--- src/verilog/spi_core_pkg.sv ---
// Constants for the dual-role SPI engine: widths, depths, reset values, timing.
// Assumes a 100 MHz system clock; consumers import the whole package.
package spi_core_pkg;
  // Character and FIFO shape
  localparam int CHAR_W = 16;
  localparam int FIFO_DEPTH = 8;
  localparam int LEN_W = 4;
  // Bit-count value zero selects a full-width character
  localparam logic [LEN_W-1:0] LEN_FULL_CODE = 4'h0;
  localparam logic [4:0] LEN_FULL = 5'h10;
  // Default bit-rate divider (half serial period in system clocks)
  localparam logic [7:0] HALF_DIV_RST = 8'h04;
  localparam logic [7:0] HALF_DIV_MIN = 8'h02;
  // Reset value of the select polarity control: active low
  localparam logic SEL_POL_RST = 1'b0;
  // Bit-phase states of the engine
  typedef enum logic [1:0] {
    ST_IDLE = 2'b00,
    ST_LEAD = 2'b01,
    ST_TRAIL = 2'b11,
    ST_DONE = 2'b10
  } engine_state_e;
endpackage

--- src/verilog/char_fifo.sv ---
// Synchronous FIFO with valid/ready on both sides.
// Assumes one clock and a synchronous active-high reset and flush.
`timescale 1ns/1ps
module char_fifo #(
  parameter int WIDTH = 16,
  parameter int DEPTH = 8
) (
  // Clock and reset
  input wire logic sys_clk_i,
  input wire logic rst_i,
  input wire logic flush_i,
  // Fill side
  input wire logic in_valid_i,
  input wire logic [WIDTH-1:0] in_data_i,
  output logic in_ready_o,
  // Drain side
  output logic out_valid_o,
  output logic [WIDTH-1:0] out_data_o,
  input wire logic out_ready_i,
  // Fill level
  output logic [$clog2(DEPTH+1)-1:0] level_o
);
  localparam int AW = (DEPTH > 1) ? $clog2(DEPTH) : 1;
  initial
  begin
    if (DEPTH < 2 || (DEPTH & (DEPTH - 1)) != 0) $error("DEPTH must be a power of two");
  end
  logic [WIDTH-1:0] mem_reg [DEPTH];  // Storage array
  logic [AW-1:0] wr_ptr_reg;  // Write pointer
  logic [AW-1:0] rd_ptr_reg;  // Read pointer
  logic [$clog2(DEPTH+1)-1:0] count_reg;  // Entries held
  logic push;
  logic pop;
  assign in_ready_o = (count_reg != DEPTH[$clog2(DEPTH+1)-1:0]);
  assign out_valid_o = (count_reg != '0);
  assign out_data_o = mem_reg[rd_ptr_reg];
  assign level_o = count_reg;
  assign push = in_valid_i && in_ready_o;
  assign pop = out_valid_o && out_ready_i;
  // Storage write
  always_ff @(posedge sys_clk_i)
  begin
    if (push)
      mem_reg[wr_ptr_reg] <= in_data_i;
  end
  // Pointers and count
  always_ff @(posedge sys_clk_i)
  begin
    if (rst_i || flush_i)
    begin
      wr_ptr_reg <= '0;
      rd_ptr_reg <= '0;
      count_reg <= '0;
    end
    else
    begin
      if (push)
        wr_ptr_reg <= wr_ptr_reg + 1'b1;
      if (pop)
        rd_ptr_reg <= rd_ptr_reg + 1'b1;
      if (push && !pop)
        count_reg <= count_reg + 1'b1;
      else if (pop && !push)
        count_reg <= count_reg - 1'b1;
    end
  end
endmodule // char_fifo

--- src/verilog/spi_master_slave_core.sv ---
// Dual-role four-wire SPI engine with transmit and receive character FIFOs.
// Assumes pins are resolved outside from out/oe pairs; control bits are plain ports.
//
// Overview of operation
// - Disabled port releases all four pins.
// - Each character shifts out and in together.
// - Character length programmable from one to sixteen.
// - Sixteen-bit shift register, bit 15 first.
// - Separate eight-deep sixteen-bit transmit and receive FIFOs.
// - New transfer loads oldest transmit entry.
// - Completed character moves into receive FIFO.
// - Master drives serial clock from rate generator.
// - Slave ignores clock edges while unselected.
// - Data changes one edge, sampled opposite.
// - Phase and polarity pick slave transmit/receive edges; master ignores phase.
// - Polarity sets master idle clock level; with phase it also picks slave edges.
// - Both ends share phase and polarity settings.
// - Master presents data half cycle before latch.
// - Select asserted across each whole character.
// - Master with select output drives select pin.
// - Select polarity default active low; master only.
// - Mode zero means slave; direction zero, input.
// - Write to full transmit FIFO dropped, overrun.
// - Short received characters are right justified.
// - Bit count zero means sixteen bits.
`timescale 1ns/1ps
module spi_master_slave_core
  import spi_core_pkg::*;
#(
  parameter int DEPTH = FIFO_DEPTH
) (
  // Clock and reset
  input wire logic sys_clk_i,
  input wire logic rst_i,
  // Configuration
  input wire logic enable_i,
  input wire logic master_mode_i,
  input wire logic sel_out_dir_i,
  input wire logic sel_active_high_i,
  input wire logic clk_phase_i,
  input wire logic clk_pol_i,
  input wire logic [LEN_W-1:0] bit_count_i,
  input wire logic [7:0] half_div_i,
  // Transmit data write
  input wire logic tx_write_i,
  input wire logic [CHAR_W-1:0] tx_data_i,
  // Receive data read
  input wire logic rx_read_i,
  output logic [CHAR_W-1:0] rx_data_o,
  output logic rx_valid_o,
  // Status
  output logic tx_overrun_o,
  input wire logic tx_overrun_clr_i,
  output logic rx_overrun_o,
  input wire logic rx_overrun_clr_i,
  output logic busy_o,
  // Serial clock pin
  input wire logic serial_clock_pin_i,
  output logic serial_clock_pin_o,
  output logic serial_clock_pin_oe_o,
  // Master-out data pin
  input wire logic master_out_pin_i,
  output logic master_out_pin_o,
  output logic master_out_pin_oe_o,
  // Master-in data pin
  input wire logic master_in_pin_i,
  output logic master_in_pin_o,
  output logic master_in_pin_oe_o,
  // Chip select pin
  input wire logic chip_select_pin_i,
  output logic chip_select_pin_o,
  output logic chip_select_pin_oe_o
);
  initial
  begin
    if (DEPTH != FIFO_DEPTH) $error("FIFO depth must be eight");
  end

  // Length of a character in bits, zero code meaning full width
  function automatic logic [4:0] char_len(input logic [LEN_W-1:0] code);
    char_len = (code == LEN_FULL_CODE) ? LEN_FULL : {1'b0, code};
  endfunction

  // Pin synchronisers
  logic sck_s1_reg;  // First stage, read only by the second
  logic sck_s2_reg;
  logic sck_prev_reg;  // For edge detection
  logic sel_s1_reg;
  logic sel_s2_reg;
  logic mosi_s1_reg;
  logic mosi_s2_reg;
  logic miso_s1_reg;
  logic miso_s2_reg;

  // Engine state
  engine_state_e state_reg;
  logic [CHAR_W-1:0] shift_reg;  // Shared shift register
  logic [4:0] bits_left_reg;  // Bits still to shift
  logic [4:0] len_reg;  // Length latched at char start
  logic [7:0] div_cnt_reg;  // Rate generator counter
  logic sck_out_reg;  // Generated serial clock
  logic sel_act_reg;  // Master select active
  logic slave_armed_reg;  // Slave character in progress
  logic first_edge_reg;  // Slave: next edge is first of char

  // FIFO hookups
  logic tx_in_ready;
  logic tx_out_valid;
  logic [CHAR_W-1:0] tx_out_data;
  logic tx_pop;
  logic rx_push;
  logic rx_in_ready;
  logic rx_out_valid;
  logic [CHAR_W-1:0] rx_out_data;
  logic [CHAR_W-1:0] rx_char;
  logic [$clog2(DEPTH+1)-1:0] tx_level;
  logic [$clog2(DEPTH+1)-1:0] rx_level;

  // Derived controls
  logic is_master;
  logic sel_in_act;
  logic sck_rise;
  logic sck_fall;
  logic lead_edge;  // Edge where data is sampled in slave mode
  logic trail_edge;  // Opposite edge; unused, slave data moves after lead_edge
  logic din;
  logic [7:0] half_div;

  assign is_master = master_mode_i;
  assign sel_in_act = !sel_s2_reg;  // Slave select always active low at the slave
  assign sck_rise = sck_s2_reg && !sck_prev_reg;
  assign sck_fall = !sck_s2_reg && sck_prev_reg;
  // Receive edge: rising when phase equals polarity, else falling
  // Partner must use the same phase and polarity pairing
  assign lead_edge = (clk_phase_i == clk_pol_i) ? sck_rise : sck_fall;
  assign trail_edge = (clk_phase_i == clk_pol_i) ? sck_fall : sck_rise;
  assign din = is_master ? miso_s2_reg : mosi_s2_reg;
  assign half_div = (half_div_i < HALF_DIV_MIN) ? HALF_DIV_MIN : half_div_i;
  // Received bits right justified; the push edge is also the shift edge, so the
  // last bit is taken from the input directly into bit 0
  assign rx_char = {shift_reg[CHAR_W-2:0], din};

  // Transmit FIFO: writes beyond full are refused
  char_fifo #(
    .WIDTH(CHAR_W),
    .DEPTH(DEPTH)
  ) u_tx_fifo (
    .sys_clk_i(sys_clk_i),
    .rst_i(rst_i),
    .flush_i(1'b0),
    .in_valid_i(tx_write_i),
    .in_data_i(tx_data_i),
    .in_ready_o(tx_in_ready),
    .out_valid_o(tx_out_valid),
    .out_data_o(tx_out_data),
    .out_ready_i(tx_pop),
    .level_o(tx_level)
  );

  // Receive FIFO
  char_fifo #(
    .WIDTH(CHAR_W),
    .DEPTH(DEPTH)
  ) u_rx_fifo (
    .sys_clk_i(sys_clk_i),
    .rst_i(rst_i),
    .flush_i(1'b0),
    .in_valid_i(rx_push),
    .in_data_i(rx_char),
    .in_ready_o(rx_in_ready),
    .out_valid_o(rx_out_valid),
    .out_data_o(rx_out_data),
    .out_ready_i(rx_read_i),
    .level_o(rx_level)
  );

  // Two-flop synchronisers for every pin input
  always_ff @(posedge sys_clk_i)
  begin
    if (rst_i)
    begin
      sck_s1_reg <= 1'b0;
      sck_s2_reg <= 1'b0;
      sck_prev_reg <= 1'b0;
      sel_s1_reg <= 1'b1;
      sel_s2_reg <= 1'b1;
      mosi_s1_reg <= 1'b0;
      mosi_s2_reg <= 1'b0;
      miso_s1_reg <= 1'b0;
      miso_s2_reg <= 1'b0;
    end
    else
    begin
      sck_s1_reg <= serial_clock_pin_i;
      sck_s2_reg <= sck_s1_reg;
      sck_prev_reg <= sck_s2_reg;
      sel_s1_reg <= chip_select_pin_i;
      sel_s2_reg <= sel_s1_reg;
      mosi_s1_reg <= master_out_pin_i;
      mosi_s2_reg <= mosi_s1_reg;
      miso_s1_reg <= master_in_pin_i;
      miso_s2_reg <= miso_s1_reg;
    end
  end

  // Transmit entry taken at the start of a character
  always_comb
  begin
    tx_pop = 1'b0;
    if (enable_i && tx_out_valid)
    begin
      if (is_master)
        tx_pop = (state_reg == ST_IDLE);
      else
        tx_pop = !slave_armed_reg && sel_in_act;
    end
  end

  // Character complete: push into receive FIFO if room
  always_comb
  begin
    rx_push = 1'b0;
    if (enable_i)
    begin
      // Master: last bit taken at the end of its trailing half
      if (is_master)
        rx_push = (state_reg == ST_TRAIL) && (div_cnt_reg == 8'h01) &&
          (bits_left_reg == 5'h00);
      else
        rx_push = (bits_left_reg == 5'h01) && slave_armed_reg && sel_in_act &&
          lead_edge;
    end
  end

  // Bit engine: master rate generator and clock, slave framing
  always_ff @(posedge sys_clk_i)
  begin
    if (rst_i || !enable_i)
    begin
      state_reg <= ST_IDLE;
      div_cnt_reg <= 8'h00;
      sck_out_reg <= 1'b0;
      sel_act_reg <= 1'b0;
      bits_left_reg <= 5'h00;
      len_reg <= LEN_FULL;
      slave_armed_reg <= 1'b0;
      first_edge_reg <= 1'b0;
    end
    else if (is_master)
    begin
      slave_armed_reg <= 1'b0;
      unique case (state_reg)
        ST_IDLE:
        begin
          sck_out_reg <= 1'b0;
          if (tx_out_valid)
          begin
            sel_act_reg <= 1'b1;
            len_reg <= char_len(bit_count_i);
            bits_left_reg <= char_len(bit_count_i);
            div_cnt_reg <= half_div;
            state_reg <= ST_LEAD;
          end
          else
            sel_act_reg <= 1'b0;
        end
        ST_LEAD:
        begin
          // Half period with data set up, then the sampling edge
          if (div_cnt_reg == 8'h01)
          begin
            sck_out_reg <= 1'b1;
            div_cnt_reg <= half_div;
            bits_left_reg <= bits_left_reg - 5'h01;
            state_reg <= ST_TRAIL;
          end
          else
            div_cnt_reg <= div_cnt_reg - 8'h01;
        end
        ST_TRAIL:
        begin
          if (div_cnt_reg == 8'h01)
          begin
            sck_out_reg <= 1'b0;
            div_cnt_reg <= half_div;
            state_reg <= (bits_left_reg == 5'h00) ? ST_DONE : ST_LEAD;
          end
          else
            div_cnt_reg <= div_cnt_reg - 8'h01;
        end
        ST_DONE:
        begin
          // Select held through the character; next char reloads from FIFO
          state_reg <= ST_IDLE;
        end
      endcase
    end
    else
    begin
      // Slave: character framed by select, counted on receive edges
      state_reg <= ST_IDLE;
      sck_out_reg <= 1'b0;
      sel_act_reg <= 1'b0;
      if (!sel_in_act)
      begin
        slave_armed_reg <= 1'b0;
        first_edge_reg <= 1'b0;
      end
      else if (!slave_armed_reg)
      begin
        slave_armed_reg <= 1'b1;
        first_edge_reg <= 1'b1;
        len_reg <= char_len(bit_count_i);
        bits_left_reg <= char_len(bit_count_i);
      end
      else if (lead_edge)
      begin
        first_edge_reg <= 1'b0;
        if (bits_left_reg == 5'h01)
          slave_armed_reg <= 1'b0;
        else
          bits_left_reg <= bits_left_reg - 5'h01;
      end
    end
  end

  // Shift register: load on pop, shift MSB first. The master samples and shifts
  // at the end of the trailing half, so master-out only moves when the clock
  // returns to idle and the synchronised master-in has settled even at the
  // shortest divider.
  always_ff @(posedge sys_clk_i)
  begin
    if (rst_i)
      shift_reg <= '0;
    else if (tx_pop)
      shift_reg <= tx_out_data;
    else if (enable_i && is_master && state_reg == ST_TRAIL && div_cnt_reg == 8'h01)
      shift_reg <= {shift_reg[CHAR_W-2:0], din};
    else if (enable_i && !is_master && slave_armed_reg && sel_in_act && lead_edge)
      shift_reg <= {shift_reg[CHAR_W-2:0], din};
  end

  // Overrun flags: set wins over clear
  always_ff @(posedge sys_clk_i)
  begin
    if (rst_i)
    begin
      tx_overrun_o <= 1'b0;
      rx_overrun_o <= 1'b0;
    end
    else
    begin
      if (tx_write_i && !tx_in_ready)
        tx_overrun_o <= 1'b1;
      else if (tx_overrun_clr_i)
        tx_overrun_o <= 1'b0;
      if (rx_push && !rx_in_ready)
        rx_overrun_o <= 1'b1;
      else if (rx_overrun_clr_i)
        rx_overrun_o <= 1'b0;
    end
  end

  // Registered receive head and busy
  always_ff @(posedge sys_clk_i)
  begin
    if (rst_i)
    begin
      rx_data_o <= '0;
      rx_valid_o <= 1'b0;
      busy_o <= 1'b0;
    end
    else
    begin
      rx_data_o <= rx_out_data;
      rx_valid_o <= rx_out_valid && !(rx_read_i && rx_level == 1);
      busy_o <= (state_reg != ST_IDLE) || slave_armed_reg || (tx_level != 0);
    end
  end

  // Pin drivers: all released while disabled
  always_ff @(posedge sys_clk_i)
  begin
    if (rst_i || !enable_i)
    begin
      serial_clock_pin_oe_o <= 1'b0;
      master_out_pin_oe_o <= 1'b0;
      master_in_pin_oe_o <= 1'b0;
      chip_select_pin_oe_o <= 1'b0;
      serial_clock_pin_o <= 1'b0;
      master_out_pin_o <= 1'b0;
      master_in_pin_o <= 1'b0;
      chip_select_pin_o <= 1'b1;
    end
    else
    begin
      // Polarity only inverts the clock
      serial_clock_pin_o <= sck_out_reg ^ clk_pol_i;
      serial_clock_pin_oe_o <= is_master;
      master_out_pin_oe_o <= is_master;
      master_in_pin_oe_o <= !is_master && sel_in_act;
      chip_select_pin_oe_o <= is_master && sel_out_dir_i;
      chip_select_pin_o <= is_master ? (sel_act_reg ~^ sel_active_high_i) : 1'b1;
      // Outgoing bit always the register MSB; it moves only when the register loads or shifts
      master_out_pin_o <= shift_reg[CHAR_W-1];
      master_in_pin_o <= shift_reg[CHAR_W-1];
    end
  end
endmodule // spi_master_slave_core
--- config.mk ---
export PLATFORM = sky130hd
export DESIGN_NAME = spi_master_slave_core
export DESIGN_NICKNAME = d
export VERILOG_FILES = /design/src/verilog/spi_core_pkg.sv /design/src/verilog/char_fifo.sv /design/src/verilog/spi_master_slave_core.sv
export SDC_FILE = /design/constraint.sdc
export NUM_CORES = 1
export LEC_CHECK = 0
export BUFFER_PORTS_ARGS = -buffer_cell sky130_fd_sc_hd__buf_2
export CELL_PAD_IN_SITES_DETAIL_PLACEMENT = 1
export CELL_PAD_IN_SITES_GLOBAL_PLACEMENT = 1
export CORE_UTILIZATION = 45
export DETAILED_ROUTE_END_ITERATION = 10
export PLACE_DENSITY = 0.67
export SLEW_MARGIN = 0
export SYNTH_ARGS = -nofsm -noshare
export SYNTH_HDL_FRONTEND = slang
export SYNTH_SLANG_ARGS = --single-unit
--- constraint.sdc ---
create_clock -name sys_clk_i -period 4.6 [get_ports sys_clk_i]
set_clock_uncertainty 0.05 [all_clocks]
set_input_delay 0.23 -clock sys_clk_i [delete_from_list [all_inputs] [get_ports sys_clk_i]]
set_output_delay 0.23 -clock sys_clk_i [all_outputs]
set_load 0.01 [all_outputs]
Word-level counts from Yosys, hierarchy flattened. Memories as Yosys holds them, arrays and structs flattened. A register that Yosys moved wholly into a read port is not among the register bits. Index checks and enable logic that the tools add are counted.

Output and inout bits: 28. Word-level logic and storage cells: 180. Input port bits: 44. Register bits: 73. RAM bits: 256. Bits in latches: 0. Memories kept: 2. ROM bits: 0.

Divide/modulo/power cells: 0. Order comparisons: 1. Muxes and demuxes: 48. Reduce and logical (&&, ||, !) cells: 66. Add/subtract/negate cells: 10. Multipliers: 0. Bitwise logic cells: 3. Equality and inequality tests: 18. Shifts and indexed selects: 0.

Memories: u_rx_fifo.mem_reg (words 8, bits a word 16, read ports 1, clocked after memory_dff 1, write ports 1, RTL line char_fifo.sv:28) `logic [WIDTH-1:0] mem_reg [DEPTH];`; u_tx_fifo.mem_reg (words 8, bits a word 16, read ports 1, clocked after memory_dff 1, write ports 1, RTL line char_fifo.sv:28).

Operators with widths (count): 16-bit 2-to-1 mux (3); 5-bit 2-to-1 mux (8); 1-bit logical AND (30); 8-bit 2-to-1 mux (3); 1-bit 2-to-1 mux (20); 4-bit 2-to-1 mux (4); 8-bit case mux with 2 select lines (1); 1-bit zero test (13); 3-bit by 1-bit adder with 3-bit output, second input constant (4); 2-bit nonzero test (6); 5-bit case mux with 2 select lines (1); 3-bit inequality test, second input constant (3); 3-bit AND reduction (3); 4-bit by 1-bit adder with 4-bit output, second input constant (2); 8-bit by 1-bit == test with 1-bit output, second input constant (1); 8-bit by 2-bit < comparator with 1-bit output, second input constant (1); 2-bit 2-to-1 mux (4); 4-bit inequality test, second input constant (2); 2-bit case mux with 4 select lines (1); 4-bit nonzero test (2); 4-bit by 1-bit subtractor with 4-bit output, second input constant (2); 8-bit by 1-bit subtractor with 8-bit output, second input constant (1); 3-bit 2-to-1 mux (2); 2-bit inequality test, second input constant (3); other kinds (21) (26).

Longest topological paths before layout. Gate-level depths: netlist of the first run.

Word-level depth: 11. Gate-level depth with buffers: 14. Gate-level depth less buffers: 12.

Modules after synthesis. Synthesis of the first run repeated with hierarchy kept, for this count alone.

Cell total of the unflattened synthesis: 847. Area, all modules: 14139.8 sq um.

By module, submodules not included: char_fifo (area each 5564.1 sq um, cells an instance 260, instances 2); spi_master_slave_core (area each 3011.6 sq um, cells an instance 327, instances 1).

Worst setup path before layout of the first run. No wires, ideal clock.

Path type: register to register. From: register div_cnt_reg[0]. To: memory u_rx_fifo.mem_reg[1][0] (enable). Data arrival time: 2.931 ns. Stages on the path, launching flop included: 8. Clock period less this slack: 3.390 ns. Data required time: 4.141 ns. Setup time: 0.409 ns. Setup slack: 1.210 ns. Buffers on the path: 0. Cell sequence: dfxtp_1 > ha_1 > or4b_4 > nor4_4 > and3_4 > o211ai_4 > or2_1 > nor3_1.

Word-level cells in the longest chain between the ends: 8.

Ends and longest elaborated chain: start, declared (RTL line spi_master_slave_core.sv:100) `logic [7:0] div_cnt_reg;`; start signal, assigned (RTL line spi_master_slave_core.sv:261) `div_cnt_reg <= half_div;`; start signal, assigned (RTL line spi_master_slave_core.sv:273) `div_cnt_reg <= half_div;`; start signal, assigned (RTL line spi_master_slave_core.sv:278) `div_cnt_reg <= div_cnt_reg - 8'h01;`; 8-bit by 1-bit == test with 1-bit output (RTL line spi_master_slave_core.sv:227) `rx_push = (state_reg == ST_TRAIL) && (div_cnt_reg == 8'h01) &&`; 1-bit logical AND (2 in series) (RTL line spi_master_slave_core.sv:227); 1-bit 2-to-1 mux (RTL line spi_master_slave_core.sv:226) `if (is_master)`; 1-bit 2-to-1 mux (RTL line spi_master_slave_core.sv:223) `if (enable_i)`; 1-bit logical AND (RTL line char_fifo.sv:38) `assign push = in_valid_i && in_ready_o;`; 1-bit 2-to-1 mux (RTL line char_fifo.sv:43) `if (push)`; 1-bit 2-to-1 mux (implied by the code) (RTL line char_fifo.sv:44) `mem_reg[wr_ptr_reg] <= in_data_i;`; end, declared (RTL line char_fifo.sv:28).

Every way passes these cells.

Worst setup path in the final report of the first run.
From: register sel_s2_reg. To: register u_tx_fifo.count_reg[3], in the netlist u_tx_fifo.level_o[3].

Word-level cells in the longest chain between the ends: 8. Elaborated cells between the ends (all ways): 10.

Ends and longest elaborated chain: start, declared (RTL line spi_master_slave_core.sv:89) `logic sel_s2_reg;`; start signal, assigned (RTL line spi_master_slave_core.sv:198) `sel_s2_reg <= sel_s1_reg;`; 1-bit zero test (*) (RTL line spi_master_slave_core.sv:130) `assign sel_in_act = !sel_s2_reg;`; 1-bit logical AND (*) (RTL line spi_master_slave_core.sv:215) `tx_pop = !slave_armed_reg && sel_in_act;`; 1-bit 2-to-1 mux (*) (RTL line spi_master_slave_core.sv:212) `if (is_master)`; 1-bit 2-to-1 mux (*) (RTL line spi_master_slave_core.sv:210) `if (enable_i && tx_out_valid)`; 1-bit logical AND (*) (RTL line char_fifo.sv:39) `assign pop = out_valid_o && out_ready_i;`; 1-bit zero test (RTL line char_fifo.sv:61) `if (push && !pop)`; 1-bit logical AND (RTL line char_fifo.sv:61); 4-bit 2-to-1 mux or 2-bit nonzero test (tied branches); end signal, assigned (RTL line char_fifo.sv:62) `count_reg <= count_reg + 1'b1;`; end signal, assigned (RTL line char_fifo.sv:64) `count_reg <= count_reg - 1'b1;`; end, declared (RTL line char_fifo.sv:31) `logic [$clog2(DEPTH+1)-1:0] count_reg;`.

Every way passes the cells marked *; elsewhere a longest branch is shown, timed or not. A chain may end at the register's enable or synchronous reset.

==> results of run 1 <==
[cell type report]
cell class              instances  area, µm²
repair buffers                124        828
clock inverters                17        171
fillers                      2828      13600
flip-flops and latches        348       9530
clock buffers                  52       1050
multi-input cells             451       4000
inverters                      19       71.3
well taps                     390        488
[metal layers]
metal | part of all wire [%] | vias up | GRT usage (%)
li1 | - | 3558 | -
met1 | 45 | 3736 | 24.8
met2 | 50 | 114 | 32.3
met3 | 3.1 | 40 | 2.77
met4 | 1.7 | 0 | 4.81
met5 | 0 | - | 0
[power breakdown]
part	total, µW	internal, µW	switching [µW]
logic	1350	683	666
registers	3890	3630	265
clock network	2960	1780	1180
[cell families after synthesis]
logic type / after synthesis / synth area share [%]
flops: 348 / 69.4
buf+inv: 60 / 1.90
fa+ha+maj: 17 / 1.60
xor+xnor: 15 / 1.01
mux: 90 / 12.4
simple gates: 219 / 8.05
compound gates: 110 / 5.63
[worst min-delay path, stage by stage]
cell and delay (ns):
buf_2 0.12, nand2_1 0.05, o31ai_1 0.06, nand2_1 0.06, a21oi_1 0.05
[placed cells by master (no fill, tap or decap), types with 4 or more instances in the layout]
cell           netlist  layout
nor2b_1             26      26
nor3_4               0       4
xnor2_1              6       6
buf_4                4      23
o21ai_0             19      19
nand2_1             35      35
ha_1                16      16
nor4_1               6       5
clkbuf_1            21      10
clkinv_1             0       5
inv_1               18      18
nor2_1              92      92
clkbuf_16            0      39
a211oi_1            17      17
nor3_1              16      10
edfxtp_1           256     256
nor3_2               2       4
nand3_1              7       7
nand2b_1             8       8
xor2_1               8       8
or3_1                4       4
a2111oi_1           13      13
dfxtp_1             92      90
mux2i_1             24      24
mux4_2              64      64
buf_2               11      71
a21oi_1             31      31
dlygate4sd3_1        0      30
clkinvlp_4           0       4
[through the flow]
step	util, %	total power (µW)	instances
5_1_grt	54.2	8590	1401
2_1_floorplan	-	4930	859
4_1_cts	54.2	8320	1401
3_3_place_gp	49.1	5280	1302
6_report	54.2	8210	1401
3_5_place_dp	49.1	5320	1302
[final timing paths]
check	startpoint	end	cells after the start
max	sel_s2_reg	u_tx_fifo.level_o[3]	13
min	half_div_i[5]	div_cnt_reg[5]	5
max reg2reg	sel_s2_reg	u_tx_fifo.level_o[3]	13
min reg2reg	sel_s1_reg	sel_s2_reg	1
==> metrics.txt, run 1 <==
status=finished, final reports clean; Fin Hold WS=0.0531 ns; Post-synth EDFFs=256; count leader, synth=edfxtp_1; Final ANT Viol Nets=0; R2R setup slack=1.37 ns; placer congestion estimate=0.740; post-synth top area share=56.0%; Final Cell Area=16100 µm²; Final Cycle Share=70.2%; DRT iter0 DRCs=366; crit-path leading delay family=simple AND/OR/NAND/NOR gates; Synth top cells by count=256 x edfxtp_1, 92 x dfxtp_1, 92 x nor2_1; nature of the critical path endpoint=flop; Post-DP Area=14600 µm²; Mapped Area=13700 µm²; crit path time final=3.23 ns; clk_lat worst skew=0.52 ns; routed len/inst=20.0 µm; die width=177 µm; worst slew pin tran=1.05 ns; maximum clock path buffer count=3; CP Max Fanout=21; startpoint types=flop; CTS buffer count=38; via count of the first global-routing pass=7917; largest area contributor in the netlist=edfxtp_1; Die ar.=31200 µm²; register bit total from synthesis=348; Clock Tree Root=clkbuf_16; RSZ-0062 raised after global routing=no; I/O pin count=72; WS Path Type=reg -> reg; die height=177 µm; GRT overflow=0; fin. max-slew vios=0; Cell Chain, Critical Path=or3_4 > a21boi_1 > nor3_2 > buf_4 > inv_2 > ha_1 > inv_1 > ha_1 > a21o_1 > a21oi_1 > xnor2_1 > or3_1 > a21oi_1; sequential-to-total area share from yosys stat=69.4%; syn_area_per_cell=16.0 µm²; GRT Overall Usage=18.7%; Synth-to-Final Area Change=17.6%; # resized after CTS=0; fin worst setup slack=1.37 ns; # H-tree levels=2; core box area=29800 µm²; maximum clock frequency=309 MHz; layout cells sized above 1=23.9%; MaxCap Viol Count=0; Mapped Cells=859; hold buffers post-CTS=30; Worst path max stage delay=0.43 ns; final net count=1043; first-pass GRT wire length=44400 µm; Setup-failing EPs final=0; Static Leak=0.00548 µW; CTS sink cnt=348; Rel. slew slack=29.5%; peak supply drop=0.000290 V; dpl ws=1.20 ns; Row Count=63; post-CTS setup buffer count=0; post-synth cell types=67; worst hold path type=in -> reg; DR vias=7448; Hold Fails Final Rpt=0; Starting Density=46.1%; Area contributors post-synth=edfxtp_1 56%, dfxtp_1 13%, mux4_2 10%; ys flop type=edfxtp_1; drt total wl=28000 µm; Net Count, Synth=920; CP max-delay cell=or3_4; antenna violations before repair=0; I/O Buffers=71; Warnings, synthesis=0; CTS tree=built; Synth async-reset ratio=0%; placed wire-length estimate=17200 µm; Worst Path Buf+Inv=3; Vias/cell=5.32; DRT Pass-1 Iters=4; number of diodes=0; TNS Setup=0 ns; power density over the cells=508 nW/µm²; pin count of the biggest net entering global routing=38; Arrival @ worst endpoint=3.62 ns; number of remaining DRC errors=0; clk slew on worst S/H paths=0.06 ns; Worst Path Required=4.99 ns
(Power assumes the default switching activity.)
==> inputs of run 2 (changes only) <==
Settings changed: PLACE_DENSITY 0.67 to 0.7.
Clock period 4.6 ns to 2.9 ns, I/O delays scaled along.
==> run 2 against run 1 <==
Sequential share of layout area fell by 1.2 points. Flip-flop and latch count unchanged. Power is 62% higher. Critical path depth shrank 5. Via count increased by 2.2%. Sequential power is 57% higher. Highest routed layer unchanged. Cell count increased by 1.7%. Largest power group unchanged.
==> metrics.txt, run 2 (synthesized netlist as in run 1, its figures left out) <==
status=finished, final reports clean (unchanged); CTS tree=built (unchanged); Post-DP Area=14800 µm² (was 14600 µm²); CP endpoint=u_rx_fifo.mem_reg[5][11] (was u_tx_fifo.level_o[3]); Worst path max stage delay=0.50 ns (was 0.43 ns); worst hold path type=in -> reg (unchanged); nature of the critical path endpoint=flop (unchanged); post-CTS setup buffer count=0 (unchanged); area of the multi-input gates=3990 µm² (was 4000 µm²); routed len/inst=19.6 µm (was 20.0 µm); final net count=1066 (was 1043); clk_lat worst skew=0.52 ns (about the same); peak supply drop=0.000659 V (was 0.000290 V); maximum clock path buffer count=3 (unchanged); Final Cycle Share=96.0% (was 70.2%); number of remaining DRC errors=0 (unchanged); DRT iter0 DRCs=409 (was 366); RR Endpoint=u_rx_fifo.mem_reg[5][11] (was u_tx_fifo.level_o[3]); commonest non-fill, non-tap cell in the layout=edfxtp_1 (unchanged); Setup-failing EPs final=0 (unchanged); Seq. cell area=9530 µm² (unchanged); Worst Path Required=3.07 ns (was 4.99 ns); commonest cells after routing, fill and taps aside=256 x edfxtp_1, 91 x nor2_1, 90 x dfxtp_1 (was 256 x edfxtp_1, 92 x nor2_1, 90 x dfxtp_1); clk slew on worst S/H paths=0.06 ns (about the same); CTS buffer count=38 (unchanged); crit path time final=2.78 ns (was 3.23 ns); placer congestion estimate=0.778 (was 0.740); maximum clock frequency=359 MHz (was 309 MHz); Worst Setup SP=div_cnt_reg[0] (was sel_s2_reg); die height=177 µm (unchanged); Die ar.=31200 µm² (unchanged); GRT overflow=0 (unchanged); DRT Pass-1 Iters=4 (unchanged); number of diodes=0 (unchanged); FF-to-FF path depth=8 (was 13); Vias/cell=5.34 (was 5.32); first-pass GRT wire length=44800 µm (was 44400 µm); WS Path Type=reg -> reg (unchanged); Static Leak=0.00564 µW (was 0.00548 µW); Cell Chain, Critical Path=ha_1 > or4b_4 > nor4_4 > and3_4 > o211ai_4 > or2_1 > nor2_1 > buf_12 (was or3_4 > a21boi_1 > nor3_2 > buf_4 > inv_2 > ha_1 > inv_1 > ha_1 > a21o_1 > a21oi_1 > xnor2_1 > or3_1 > a21oi_1); R2R setup slack=0.12 ns (was 1.37 ns); Critical R2R Launch=div_cnt_reg[0] (was sel_s2_reg); GRT Overall Usage=18.7% (about the same); placed wire-length estimate=17700 µm (was 17200 µm); RSZ-0062 raised after global routing=no (unchanged); Synth-to-Final Area Change=20.0% (was 17.6%); CP Max Fanout=16 (was 21); power density over the cells=804 nW/µm² (was 508 nW/µm²); Final ANT Viol Nets=0 (unchanged); Hold Fails Final Rpt=0 (unchanged); via count of the first global-routing pass=8089 (was 7917); core box area=29800 µm² (unchanged); CP max-delay cell=or4b_4 (was or3_4); # H-tree levels=2 (unchanged); Fin Hold WS=0.0261 ns (was 0.0531 ns); Starting Density=46.1% (unchanged); die width=177 µm (unchanged); DR vias=7612 (was 7448); I/O Buffers=71 (unchanged); fin. max-slew vios=0 (unchanged); layout cells sized above 1=25.2% (was 23.9%); CTS sink cnt=348 (unchanged); TNS Setup=0 ns (unchanged); pin count of the biggest net entering global routing=51 (was 38); antenna violations before repair=0 (unchanged); # fillers=2812 (was 2828); Row Count=63 (unchanged); Arrival @ worst endpoint=2.95 ns (was 3.62 ns); worst slew pin tran=0.763 ns (was 1.05 ns); I/O pin count=72 (unchanged); startpoint types=flop (unchanged); Rel. slew slack=48.8% (was 29.5%); MaxCap Viol Count=0 (unchanged); drt total wl=27900 µm (was 28000 µm); Clock Tree Root=clkbuf_16 (unchanged); Final Cell Area=16500 µm² (was 16100 µm²)
==> run 2: cell count changes in the layout (fill, tap and decap cells not counted), moves of 4 or more <==
cell and change:
buf_12 +10, nor3_4 -4, clkbuf_1 -4, nor3_2 +4, dlygate4sd3_1 +10
==> run 2: routing by layer <==
| layer | global-route usage [%] | vias up | wire length (µm) |
|---|---|---|---|
| met5 | 0 | - | 0 |
| met4 | 4.38 | 0 | 445 |
| met3 | 2.88 | 41 | 882 |
| met2 | 31.5 | 105 | 13800 |
| met1 | 25.7 | 3858 | 12800 |
| li1 | - | 3608 | - |
==> run 2: worst min path at each step <==
stage          slack (ns)                       to  cells after the start               from
2_1_floorplan        0.19  u_tx_fifo.mem_reg[0][0]                      0       tx_data_i[0]
3_3_place_gp         0.28               sel_s1_reg                      2  chip_select_pin_i
3_5_place_dp         0.28               sel_s1_reg                      2  chip_select_pin_i
4_1_cts             0.009         bits_left_reg[2]                      3     bit_count_i[2]
5_1_grt              0.06  u_rx_fifo.wr_ptr_reg[0]                      4           enable_i
6_report             0.03  u_rx_fifo.wr_ptr_reg[1]                      4           enable_i
==> run 2: metrics by stage <==
| stage | cells | util, % | power (µW) | setup slack [ns] |
|---|---|---|---|---|
| floorplan | 859 | - | 7820 | -0.0601 |
| global placement | 1315 | 49.7 | 8490 | 0.168 |
| detailed placement | 1315 | 49.7 | 8560 | 0.132 |
| CTS | 1425 | 55.3 | 13400 | 0.0830 |
| global route | 1425 | 55.3 | 13900 | 0.000824 |
| finish | 1425 | 55.3 | 13300 | 0.117 |
==> run 2: report_power, final <==
group          internal, µW  switching, µW  leakage (µW)
clock network          2870           1910      0.000599
logic                  1170           1210       0.00194
registers              5760            335       0.00310
==> run 2: what timing repair did <==
action	in CTS	in global routing
hold buffers	40	0
resized for setup	0	4
hold endpoints to repair	156	0
endpoints found under the setup margin	0	22
==> run 2: final cells by class <==
type	instances	share of cell area (%)
sequential	348	57.8
multi-input combinational	451	24.2
timing repair buffer	147	6.98
clock buffer	44	5.91
tap	390	2.96
clock inverter	26	1.69
inverter	19	0.433
==> run 2: worst max-delay path: cells and delay by family (launching register included) <==
kind / cells / cell delay [ns]
AO/OA/AOI/OAI: 1 / 0.11
AND/OR/NAND/NOR: 5 / 1.47
adder cells (fa/ha/maj): 1 / 0.25
buffers and inverters: 1 / 0.20
flip-flops: 1 / 0.41
==> inputs of run 3 (changes only) <==
Settings changed: PLACE_DENSITY 0.7 to 0.84.
==> run 3 against run 2 <==
Clock power is 4.2% lower. Critical endpoint is now bits_left_reg[0]. Wire length is 12% higher. Flip-flop and latch count stayed put. Design area is 0.64% lower.
==> metrics.txt, run 3 (synthesized netlist as in run 1, its figures left out) <==
status=finished, final reports clean (unchanged); Hold Fails Final Rpt=0 (unchanged); Final Cycle Share=97.4% (was 96.0%); dpl cells=1313 (was 1315); placer congestion estimate=0.797 (was 0.778); peak supply drop=0.000688 V (was 0.000659 V); DRT iter0 DRCs=468 (was 409); worst slew pin tran=0.801 ns (was 0.763 ns); Row Count=63 (unchanged); Final ANT Viol Nets=0 (unchanged); fin. max-slew vios=0 (unchanged); Post-DP Area=14800 µm² (about the same); Arrival @ worst endpoint=3.18 ns (was 2.95 ns); die width=177 µm (unchanged); startpoint types=flop (unchanged); Static Leak=0.00558 µW (was 0.00564 µW); Die ar.=31200 µm² (unchanged); CTS buffer count=37 (was 38); commonest non-fill, non-tap cell in the layout=edfxtp_1 (unchanged); commonest cells after routing, fill and taps aside=256 x edfxtp_1, 90 x nor2_1, 89 x dfxtp_1 (was 256 x edfxtp_1, 91 x nor2_1, 90 x dfxtp_1); routed len/inst=22.1 µm (was 19.6 µm); first-pass GRT wire length=48600 µm (was 44800 µm); worst hold path type=in -> reg (unchanged); antenna violations before repair=0 (unchanged); Worst Path Required=3.25 ns (was 3.07 ns); FF-to-FF path depth=8 (unchanged); nature of the critical path endpoint=flop (unchanged); Final Cell Area=16400 µm² (was 16500 µm²); MaxCap Viol Count=0 (unchanged); placed wire-length estimate=19200 µm (was 17700 µm); DRT Pass-1 Iters=4 (unchanged); maximum clock frequency=354 MHz (was 359 MHz); CTS sink cnt=348 (unchanged); number of remaining DRC errors=0 (unchanged); R2R setup slack=0.08 ns (was 0.12 ns); GRT overflow=0 (unchanged); number of diodes=0 (unchanged); layout cells sized above 1=25.8% (was 25.2%); clk_lat worst skew=0.52 ns (about the same); worst hold path depth=3 (was 4); Starting Density=46.1% (unchanged); TNS Setup=0 ns (unchanged); I/O pin count=72 (unchanged); clk slew on worst S/H paths=0.06 ns (about the same); drt total wl=31300 µm (was 27900 µm); final non-filler cell total=1416 (was 1425); Clock Tree Root=clkbuf_16 (unchanged); I/O Buffers=71 (unchanged); final net count=1059 (was 1066); via count of the first global-routing pass=8556 (was 8089); CTS tree=built (unchanged); DR vias=7927 (was 7612); Rel. slew slack=46.3% (was 48.8%); core box area=29800 µm² (unchanged); Synth-to-Final Area Change=19.3% (was 20.0%); # H-tree levels=2 (unchanged); Vias/cell=5.60 (was 5.34); Fin Hold WS=0.0290 ns (was 0.0261 ns); # fillers=2831 (was 2812); CP Max Fanout=7 (was 16); Design Power=13200 µW (was 13300 µW); WS Path Type=reg -> reg (unchanged); power density over the cells=803 nW/µm² (was 804 nW/µm²); GRT Overall Usage=20.6% (was 18.7%); Setup-failing EPs final=0 (unchanged); pin count of the biggest net entering global routing=67 (was 51); die height=177 µm (unchanged); crit path time final=2.82 ns (was 2.78 ns); maximum clock path buffer count=3 (unchanged)
-- run 3: changes by cell type in the layout (fill, tap and decap cells not counted), sizes merged --
cell,delta
clkinvlp,-1
clkinv,-5
clkbuf,+5
dlygate4sd3,-7
buf,+1
inv,+1
bufinv,-3
-- run 3: per-stage QoR --
step / worst slack, ns / util (%)
final: 0.0767 / 55.0
after detailed placement: 0.0403 / 49.7
after global placement: 0.191 / 49.7
after global routing: -0.0266 / 55.0
after floorplan: -0.0601 / -
after CTS: 0.0356 / 54.8
-- run 3: report_power, final --
group          switching, µW  internal [µW]  total, µW
Combinational           1310           1170       2480
Clock                   1900           2670       4580
Sequential               339           5760       6100
-- run 3: layout make-up --
cell class	instances	area (µm²)	share of cell area [%]
sequential	348	9530	58.2
clock inverter	18	155	0.947
timing repair buffer	141	1100	6.72
clock buffer	49	1020	6.24
multi-input combinational	451	4010	24.5
tap	390	488	2.98
inverter	19	71.3	0.435
-- run 3: worst paths after layout --
check,from,endpoint
worst max-delay path,div_cnt_reg[1],bits_left_reg[0]
worst min-delay path,bit_count_i[2],bits_left_reg[2]
worst max register to register,div_cnt_reg[1],bits_left_reg[0]
worst min register to register,sel_s1_reg,sel_s2_reg
-- run 3: layer usage --
layer	share of wire, %	track usage (%)
met1	42	25.7
met5	0	0
met4	2.5	6.93
met2	52	36.5
met3	3.4	3.01
-- run 3: critical path, stage by stage, from the launching register on --
cell and delay [ns]:
dfxtp_1 0.34, inv_1 0.10, ha_1 0.21, nor4b_4 0.31, a21oi_2 0.19, o32a_2 0.44
and2_4 0.20, o311a_1 0.32, dlygate4sd3_1 0.55
-- run 3: repair_timing --
action / in CTS / in global routing
hold endpoints to repair: 145 / 0
resized for setup: 1 / 8
endpoints found under the setup margin: 1 / 56
pin swaps: 1 / 2
setup buffers: 1 / 2
hold buffers: 33 / 0
